==> src/shared/spi_port_pkg.sv <==
// constants and types shared by the serial peripheral port
package spi_port_pkg;

  // ****************************************
  // register addresses on the sfr port
  // ****************************************
  localparam logic [7:0] CTL_ADDR = 8'hf8;  // serial_port_control
  localparam logic [7:0] CFG_ADDR = 8'he1;  // port_configuration_register
  localparam logic [7:0] CKR_ADDR = 8'he2;  // clock_rate_register
  localparam logic [7:0] DAT_ADDR = 8'he3;  // data register

  // ****************************************
  // reset values and field positions
  // ****************************************
  localparam logic [7:0] CTL_RST  = 8'h00;
  localparam logic [7:0] CFG_RST  = 8'h00;
  localparam logic [7:0] CKR_RST  = 8'h00;
  localparam logic [7:0] DAT_RST  = 8'h00;
  localparam int         PHA_BIT  = 7;      // clock_phase_bit
  localparam int         POL_BIT  = 6;      // clock_polarity_bit
  localparam logic [5:0] CFG_RSVD = 6'h00;  // reserved bits read zero

  // ****************************************
  // frame timing counts
  // ****************************************
  localparam logic [3:0] BITS_PER_FRAME  = 4'h8;
  localparam logic [4:0] EDGES_PER_FRAME = 5'h10;
  localparam int         SYNC_STAGES_W   = 4;   // pins through synchroniser

  // control register layout, bit 7 first
  typedef struct packed {
    logic transfer_complete_flag;    // transfer_complete_flag
    logic write_collision_flag;    // write_collision_flag
    logic mode_fault_flag;    // mode_fault_flag
    logic receive_overrun_flag;  // receive_overrun_flag
    logic transmit_busy_flag;   // transmit_busy_flag
    logic slave_selected_flag;  // slave_selected_flag
    logic master_enable_bit;   // master_enable_bit
    logic port_enable_bit;   // port_enable_bit
  } ctl_t;

  // configuration register layout
  typedef struct packed {
    logic       pha;   // clock_phase_bit
    logic       pol;   // clock_polarity_bit
    logic [5:0] rsvd;
  } cfg_t;

  // one sfr access
  typedef struct packed {
    logic [7:0] addr;
    logic [7:0] wdata;
    logic       wr;
    logic       rd;
  } sfr_req_t;

  typedef enum logic [0:0] {M_IDLE, M_RUN} mst_state_t;

endpackage : spi_port_pkg

==> src/rtl/pin_sync.sv <==
// two flip-flop synchroniser for asynchronous pin levels
`timescale 1ns/100ps
module pin_sync #(
  parameter int W = 4
) (
  input  wire logic         core_clk_in,  // core clock
  input  wire logic         nrst_in,      // async reset, low
  input  wire logic [W-1:0] d_in,         // raw pin levels
  output logic      [W-1:0] q_out         // synchronised levels
);

  logic [W-1:0] meta_r;

  // first stage feeds only the second
  always_ff @(posedge core_clk_in or negedge nrst_in) begin
    if (!nrst_in) begin
      meta_r <= '0;
      q_out  <= '0;
    end else begin
      meta_r <= d_in;
      q_out  <= meta_r;
    end
  end

endmodule : pin_sync

==> src/rtl/spi_port.sv <==
// serial peripheral port, master or slave, with sfr registers
// Overview of operation
// - mode fault clears master and port enable
// - phase bit picks the latching clock edge
// - polarity bit picks idle level of clock
// - both ends share one phase and polarity
// - clock rate register sets master clock frequency
// - slave ignores rate, follows incoming clock
// - complete flag interrupts, cleared only by software
`timescale 1ns/100ps
module spi_port
  import spi_port_pkg::*;
(
  input  wire logic     core_clk_in,     // core clock, 25 MHz
  input  wire logic     nrst_in,         // async reset, low
  input  wire sfr_req_t sfr_req_in,      // sfr access
  output logic [7:0]    sfr_rdata_out,   // read data, cycle after rd
  input  wire logic     sclk_in,         // serial clock pin level
  output logic          sclk_out,        // serial clock drive
  output logic          sclk_oe_out,     // serial clock enable
  input  wire logic     mosi_in,         // master-out pin level
  output logic          mosi_out,        // master-out drive
  output logic          mosi_oe_out,     // master-out enable
  input  wire logic     miso_in,         // master-in pin level
  output logic          miso_out,        // master-in drive
  output logic          miso_oe_out,     // master-in enable
  input  wire logic     slave_select_n_in, // slave select, low
  output logic          irq_out          // port interrupt, high
);

  // ****************************************
  // pin synchronisers and decode
  // ****************************************
  logic [3:0] pin_s;
  logic       sclk_s, mosi_s, miso_s, nss_s;
  ctl_t       ctl_r, ctl_nxt;
  cfg_t       cfg_r;
  logic [7:0] ckr_r, shift_r, rx_buf_r, div_cnt_r;
  logic [4:0] edge_cnt_r;
  logic [3:0] slv_cnt_r;
  logic       rx_full_r, sclk_d_r;
  mst_state_t state_r;

  pin_sync #(.W(SYNC_STAGES_W)) u_sync (
    .core_clk_in (core_clk_in),
    .nrst_in     (nrst_in),
    .d_in        ({sclk_in, mosi_in, miso_in, slave_select_n_in}),
    .q_out       (pin_s)
  );
  assign {sclk_s, mosi_s, miso_s, nss_s} = pin_s;

  // address match on a strobe
  function automatic logic hit(input sfr_req_t q, input logic [7:0] a,
                               input logic strobe);
    hit = strobe && (q.addr == a);
  endfunction : hit

  logic wr_ctl, wr_cfg, wr_ckr, wr_dat, rd_dat;
  assign wr_ctl = hit(sfr_req_in, CTL_ADDR, sfr_req_in.wr);
  assign wr_cfg = hit(sfr_req_in, CFG_ADDR, sfr_req_in.wr);
  assign wr_ckr = hit(sfr_req_in, CKR_ADDR, sfr_req_in.wr);
  assign wr_dat = hit(sfr_req_in, DAT_ADDR, sfr_req_in.wr);
  assign rd_dat = hit(sfr_req_in, DAT_ADDR, sfr_req_in.rd);

  // ****************************************
  // edge classification
  // ****************************************
  logic m_tick, m_lead, m_sample, m_shout, m_done, mode_fault;
  logic slave_act, s_edge, s_lead, s_sample, s_shout, s_done;
  logic in_bit, sample_now, xfer_done, start, collide;
  logic [7:0] shift_in;

  assign m_tick   = (state_r == M_RUN) && (div_cnt_r == ckr_r);
  assign m_lead   = (sclk_out == cfg_r.pol);
  assign m_sample = m_tick && (m_lead ^ cfg_r.pha);
  assign m_shout  = m_tick && !(m_lead ^ cfg_r.pha);
  assign m_done   = m_tick && (edge_cnt_r == EDGES_PER_FRAME - 5'h01);
  assign mode_fault = ctl_r.master_enable_bit && !nss_s;

  assign slave_act = ctl_r.port_enable_bit && !ctl_r.master_enable_bit && !nss_s;
  assign s_edge    = slave_act && (sclk_s != sclk_d_r);
  // slave uses same phase and polarity
  assign s_lead    = s_edge && (sclk_d_r == cfg_r.pol);
  assign s_sample  = s_edge && (s_lead ^ cfg_r.pha);
  assign s_shout   = s_edge && !(s_lead ^ cfg_r.pha);
  assign s_done    = s_sample && (slv_cnt_r == BITS_PER_FRAME - 4'h1);

  assign in_bit     = ctl_r.master_enable_bit ? miso_s : mosi_s;
  assign sample_now = m_sample || s_sample;
  assign shift_in   = {shift_r[6:0], in_bit};
  assign xfer_done  = m_done || s_done;
  assign start      = wr_dat && ctl_r.master_enable_bit && ctl_r.port_enable_bit &&
                      (state_r == M_IDLE) && !mode_fault;
  assign collide    = wr_dat && ((state_r == M_RUN) ||
                      (slave_act && (slv_cnt_r != 4'h0)));

  // ****************************************
  // control register
  // ****************************************
  // next control value, hardware sets win over writes
  always_comb begin
    ctl_nxt = ctl_r;
    if (wr_ctl) begin
      ctl_nxt.transfer_complete_flag   = sfr_req_in.wdata[7];
      ctl_nxt.write_collision_flag   = sfr_req_in.wdata[6];
      ctl_nxt.mode_fault_flag   = sfr_req_in.wdata[5];
      ctl_nxt.receive_overrun_flag = sfr_req_in.wdata[4];
      ctl_nxt.master_enable_bit  = sfr_req_in.wdata[1];
      ctl_nxt.port_enable_bit  = sfr_req_in.wdata[0];
    end
    if (xfer_done) ctl_nxt.transfer_complete_flag = 1'b1;
    if (collide) ctl_nxt.write_collision_flag = 1'b1;
    if (xfer_done && rx_full_r && !rd_dat) ctl_nxt.receive_overrun_flag = 1'b1;
    if (mode_fault) begin
      ctl_nxt.mode_fault_flag  = 1'b1;
      ctl_nxt.master_enable_bit = 1'b0;
      ctl_nxt.port_enable_bit = 1'b0;
    end
    ctl_nxt.transmit_busy_flag  = start ||
                     ((state_r == M_RUN) && !m_done && !mode_fault);
    ctl_nxt.slave_selected_flag = !nss_s;
  end

  // control, configuration and rate registers
  always_ff @(posedge core_clk_in or negedge nrst_in) begin
    if (!nrst_in) begin
      ctl_r <= ctl_t'(CTL_RST);
      cfg_r <= cfg_t'(CFG_RST);
      ckr_r <= CKR_RST;
    end else begin
      ctl_r <= ctl_nxt;
      if (wr_cfg) begin
        cfg_r <= {sfr_req_in.wdata[PHA_BIT], sfr_req_in.wdata[POL_BIT],
                  CFG_RSVD};
      end
      if (wr_ckr) ckr_r <= sfr_req_in.wdata;
    end
  end

  // ****************************************
  // master sequencer and clock divider
  // ****************************************
  // master run state
  always_ff @(posedge core_clk_in or negedge nrst_in) begin
    if (!nrst_in) begin
      state_r <= M_IDLE;
    end else begin
      case (state_r)
        M_IDLE:  if (start) state_r <= M_RUN;
        M_RUN:   if (m_done || mode_fault) state_r <= M_IDLE;
        default: state_r <= M_IDLE;
      endcase
    end
  end

  // half-period divider and edge counter
  always_ff @(posedge core_clk_in or negedge nrst_in) begin
    if (!nrst_in) begin
      div_cnt_r  <= 8'h00;
      edge_cnt_r <= 5'h00;
    end else begin
      if (state_r != M_RUN || m_tick) div_cnt_r <= 8'h00;
      else div_cnt_r <= div_cnt_r + 8'h01;
      if (state_r != M_RUN) edge_cnt_r <= 5'h00;
      else if (m_tick) edge_cnt_r <= edge_cnt_r + 5'h01;
    end
  end

  // master pin drive
  always_ff @(posedge core_clk_in or negedge nrst_in) begin
    if (!nrst_in) begin
      sclk_out    <= 1'b0;
      sclk_oe_out <= 1'b0;
      mosi_out    <= 1'b0;
      mosi_oe_out <= 1'b0;
    end else begin
      sclk_oe_out <= ctl_nxt.master_enable_bit && ctl_nxt.port_enable_bit;
      mosi_oe_out <= ctl_nxt.master_enable_bit && ctl_nxt.port_enable_bit;
      if (state_r != M_RUN || mode_fault) sclk_out <= cfg_r.pol;
      else if (m_tick) sclk_out <= !sclk_out;
      if (start) mosi_out <= sfr_req_in.wdata[7];
      else if (m_shout) mosi_out <= shift_r[7];
    end
  end

  // ****************************************
  // slave side and shift register
  // ****************************************
  // slave bit counter and clock history
  always_ff @(posedge core_clk_in or negedge nrst_in) begin
    if (!nrst_in) begin
      slv_cnt_r <= 4'h0;
      sclk_d_r  <= 1'b0;
    end else begin
      sclk_d_r <= sclk_s;
      if (!slave_act || s_done) slv_cnt_r <= 4'h0;
      else if (s_sample) slv_cnt_r <= slv_cnt_r + 4'h1;
    end
  end

  // shared shift register
  always_ff @(posedge core_clk_in or negedge nrst_in) begin
    if (!nrst_in) begin
      shift_r <= DAT_RST;
    end else if (wr_dat && !collide) begin
      shift_r <= sfr_req_in.wdata;
    end else if (sample_now) begin
      shift_r <= shift_in;
    end
  end

  // slave output pin
  always_ff @(posedge core_clk_in or negedge nrst_in) begin
    if (!nrst_in) begin
      miso_out    <= 1'b0;
      miso_oe_out <= 1'b0;
    end else begin
      miso_oe_out <= slave_act;
      if (s_shout || slv_cnt_r == 4'h0) miso_out <= shift_r[7];
    end
  end

  // receive buffer, kept on overrun
  always_ff @(posedge core_clk_in or negedge nrst_in) begin
    if (!nrst_in) begin
      rx_buf_r  <= DAT_RST;
      rx_full_r <= 1'b0;
    end else if (xfer_done && (!rx_full_r || rd_dat)) begin
      // phase 0 master ends on a shift-out edge, no extra bit
      rx_buf_r  <= sample_now ? shift_in : shift_r;
      rx_full_r <= 1'b1;
    end else if (rd_dat) begin
      rx_full_r <= 1'b0;
    end
  end

  // ****************************************
  // read data and interrupt
  // ****************************************
  // registered read mux
  always_ff @(posedge core_clk_in or negedge nrst_in) begin
    if (!nrst_in) begin
      sfr_rdata_out <= 8'h00;
    end else if (sfr_req_in.rd) begin
      case (sfr_req_in.addr)
        CTL_ADDR: sfr_rdata_out <= ctl_r;
        CFG_ADDR: sfr_rdata_out <= cfg_r;
        CKR_ADDR: sfr_rdata_out <= ckr_r;
        DAT_ADDR: sfr_rdata_out <= rx_buf_r;
        default:  sfr_rdata_out <= 8'h00;
      endcase
    end else begin
      sfr_rdata_out <= 8'h00;
    end
  end

  always_ff @(posedge core_clk_in or negedge nrst_in) begin
    if (!nrst_in) irq_out <= 1'b0;
    else irq_out <= ctl_r.transfer_complete_flag || ctl_r.write_collision_flag || ctl_r.mode_fault_flag || ctl_r.receive_overrun_flag;
  end
endmodule : spi_port

==> config.mk <==
export PLATFORM = sky130hd
export DESIGN_NAME = spi_port
export DESIGN_NICKNAME = d
export VERILOG_FILES = /design/src/shared/spi_port_pkg.sv /design/src/rtl/pin_sync.sv /design/src/rtl/spi_port.sv
export SDC_FILE = /design/constraint.sdc
export NUM_CORES = 1
export LEC_CHECK = 0
export BUFFER_PORTS_ARGS = -buffer_cell sky130_fd_sc_hd__buf_2
export CORE_MARGIN = 3
export CORE_UTILIZATION = 58
export DETAILED_ROUTE_END_ITERATION = 12
export HOLD_SLACK_MARGIN = 0.12
export PLACE_DENSITY_LB_ADDON = 0.08
export SLEW_MARGIN = 5
export SYNTH_ARGS = -nofsm -noshare
export SYNTH_HDL_FRONTEND = slang
export SYNTH_SLANG_ARGS = --single-unit
==> constraint.sdc <==
create_clock -name core_clk_in -period 2.3 [get_ports core_clk_in]
set_input_delay 0.115 -clock core_clk_in [delete_from_list [all_inputs] [get_ports core_clk_in]]
set_output_delay 0.115 -clock core_clk_in [all_outputs]
set_load 0.02 [all_outputs]
==> qor.yml <==
wl_per_cell_um: 17.1
tightest_slew_ns: 0.923
slew_viol_final: 0
setup_violations: 0
period_share_pct: 94.9
worst_path_most_repeated_cell: "mux2_2"
syn2layout_area_growth_pct: 18.9
antenna_left: 0
numClockSinks: 76
synth_compound_area_share_pct: 7.78
syn_inst: 279
async_flop_share_pct: 100
critical_path.max_fanout: 8
criticalPathCategory: "reg -> reg"
dieWidth_um: 82.5
grt_pass1_vias: 2367
core.rowCount: 27
fin_setup_tns_ns: 0
skew_ns: 0.00684
yosys.area_share.xor_xnor_pct: 5.90
synth_edf_count: 0
avgViaCountPerCell: 5.66
final_common_cell: "dfrtp_1"
synthMuxAreaShare_pct: 14.1
portBuffers: 38
syn_area_um2: 3390
cts_setup_buffers: 0
synth_area_leaders: "dfrtp_1, mux2_2, nor2_1"
syn_area_per_cell_um2: 12.2
fmax_mhz: 458
max_stage_delay_ns: 0.46
yosysWarningCount: 0
grt.total_usage_pct: 23.8
ios: 39
antenna_cells: 0
grt_overflow: 0
ys_seq_area_share_pct: 56.0
finish.utilization_pct: 72.4
relSlewSlack_pct: 38.5
hold_path.class: "in -> reg"
gp_congestion: 0.866
drtIter0Drc: 204
r2r_setup_slack_ns: 0.12
filler_cell_count: 413
final_nets: 370
synth_fa_ha_area_share_pct: 1.84
final.min_clock_period_ns: 2.18
post-dp-hpwl_um: 5020
yosysTopAreaCellShare_pct: 56.0
grt_setup_unrepaired: "no"
grt_pass1_wl_um: 11900
status: "finished clean"
dieHeight_um: 82.5
start_kind: "flop"
required_ns: 2.53
ys_types: 42
peakVddDrop_v: 0.000508
leakagePower_nw: 1.88
clockRootBuffer: "clkbuf_8"
design_area_um2: 4030
cts_buffer_depth: 2
drv_cap: 0
core_area_um2: 5570
clock_latency_ns: 0.35
antenna_found_initial: 0
htreeDepth: 3
drcViolationCount: 0
layout_common_cells: "dfrtp_1, mux2_2, buf_2"
dr_total_vias: 2361
synth_top_family_by_area: "multiplexers"
hold_viol: 0
placed_area_um2: 3690
hold_slack_ns: 0.204
yosysTopAreaCell: "dfrtp_1"
clk_pin_slew_ns: 0.07
synth-main-ff-cell: "dfrtp_1"
die_area_um2: 6800
drive_gt1_share_pct: 31.9
total_power_mw: 2.71
cp.arrival_ns: 2.41
initial_core_util_pct: 60.9
drt_wl_total_um: 7110
first_pass_iters: 5
crit_chain: "xor2_2 > buf_4 > mux2i_1 > a32oi_4 > mux2_2 > mux2_2"
grt_max_degree: 77
power_density_nw_per_um2: 672
synth-simple-area-share_pct: 12.3
cts_tree: "yes"
crit_slowest_cell: "mux2i_1"
syn_nets: 308
cp-end-kind: "flop"
numCtsBuffers: 9
ys_seq_elements: 76
[Yosys cell counts, drive strengths merged (2+ instances only)]
library cell,n
nand3,8
clkbuf,2
a21oi,7
nand2,22
o21ai,4
nor2,34
nand2b,2
nand4,5
mux2i,4
or2,2
buf,5
o21a,3
mux2,39
inv,8
a222oi,8
nor3,3
a31o,2
dfrtp,76
xor2,8
a31oi,2
ha,5
and3,4
xnor2,14
[area by class of cell]
| class | count | area (um2) | share of cell area [%] |
|---|---|---|---|
| Clock buffer | 9 | 124 | 3.07 |
| Clock inverter | 6 | 88.8 | 2.20 |
| Inverter | 8 | 30.0 | 0.744 |
| Multi-Input combinational cell | 188 | 1420 | 35.3 |
| Sequential cell | 76 | 1900 | 47.1 |
| Tap cell | 72 | 90.1 | 2.23 |
| Timing Repair Buffer | 58 | 375 | 9.31 |
[metal layers]
metal / up-vias / track usage (%) / part of all wire, %
met1: 1178 / 32.4 / 45
met2: 72 / 37.7 / 48
met5: - / 0 / 0
met4: 0 / 5.88 / 0.76
met3: 6 / 7.27 / 6.2
li1: 1105 / - / -
[through the flow]
stage,instances,setup slack (ns)
CTS,417,0.114
detailed placement,389,0.133
global placement,389,0.163
global route,417,0.0131
floorplan,279,0.240
finish,417,0.117
[final timing paths]
check,startpoint,endpoint,cells after the start
setup / recovery,cfg_r[7],shift_r[3],6
hold / removal,sfr_req_in[1],cfg_r[6],3
setup reg to reg,cfg_r[7],shift_r[3],6
hold reg to reg,u_sync.meta_r[1],u_sync.q_out[1],0
max in group asynchronous,nrst_in,mosi_oe_out,2
min in group asynchronous,nrst_in,div_cnt_r[5],2
[state kept, by name, summed over array words and instances, names as in the netlist]
name / flops
cfg_r: 2
ckr_r: 8
ctl_r: 8
div_cnt_r: 8
edge_cnt_r: 5
irq_out: 1
miso_oe_out: 1
miso_out: 1
mosi_oe_out: 1
mosi_out: 1
rx_buf_r: 8
rx_full_r: 1
sclk_d_r: 1
sclk_out: 1
sfr_rdata_out: 8
shift_r: 8
slv_cnt_r: 4
state_r: 1
u_sync.meta_r: 4
u_sync.q_out: 4
[power by group]
part | switching [mW] | total [mW] | internal, mW
Combinational | 0.123 | 0.220 | 0.0975
Clock | 0.481 | 1.09 | 0.606
Sequential | 0.0282 | 1.40 | 1.37
[cell families (layout without fill, tap and decap cells)]
logic type | count (synthesis) | count (layout)
AOI/OAI and AO/OA | 30 | 30
xor gates and xnor gates | 22 | 22
adders and majority gates | 5 | 5
buffers and inverters | 15 | 81
DFF | 76 | 76
muxes | 43 | 43
and+or+nand+nor | 88 | 88
[timing repair]
item	CTS	global route
endpoints found under the hold margin	106	0
endpoints found under the setup margin	0	0
hold buffers	13	0
resized for setup	0	0
[worst max-delay path: cells and delay by family, from the launching register on]
kind / cells / cell delay [ns]
xor+xnor: 1 / 0.21
flops: 1 / 0.42
buf+inv: 1 / 0.16
compound gates: 1 / 0.20
mux: 3 / 1.07
(Power assumes the default switching activity.)
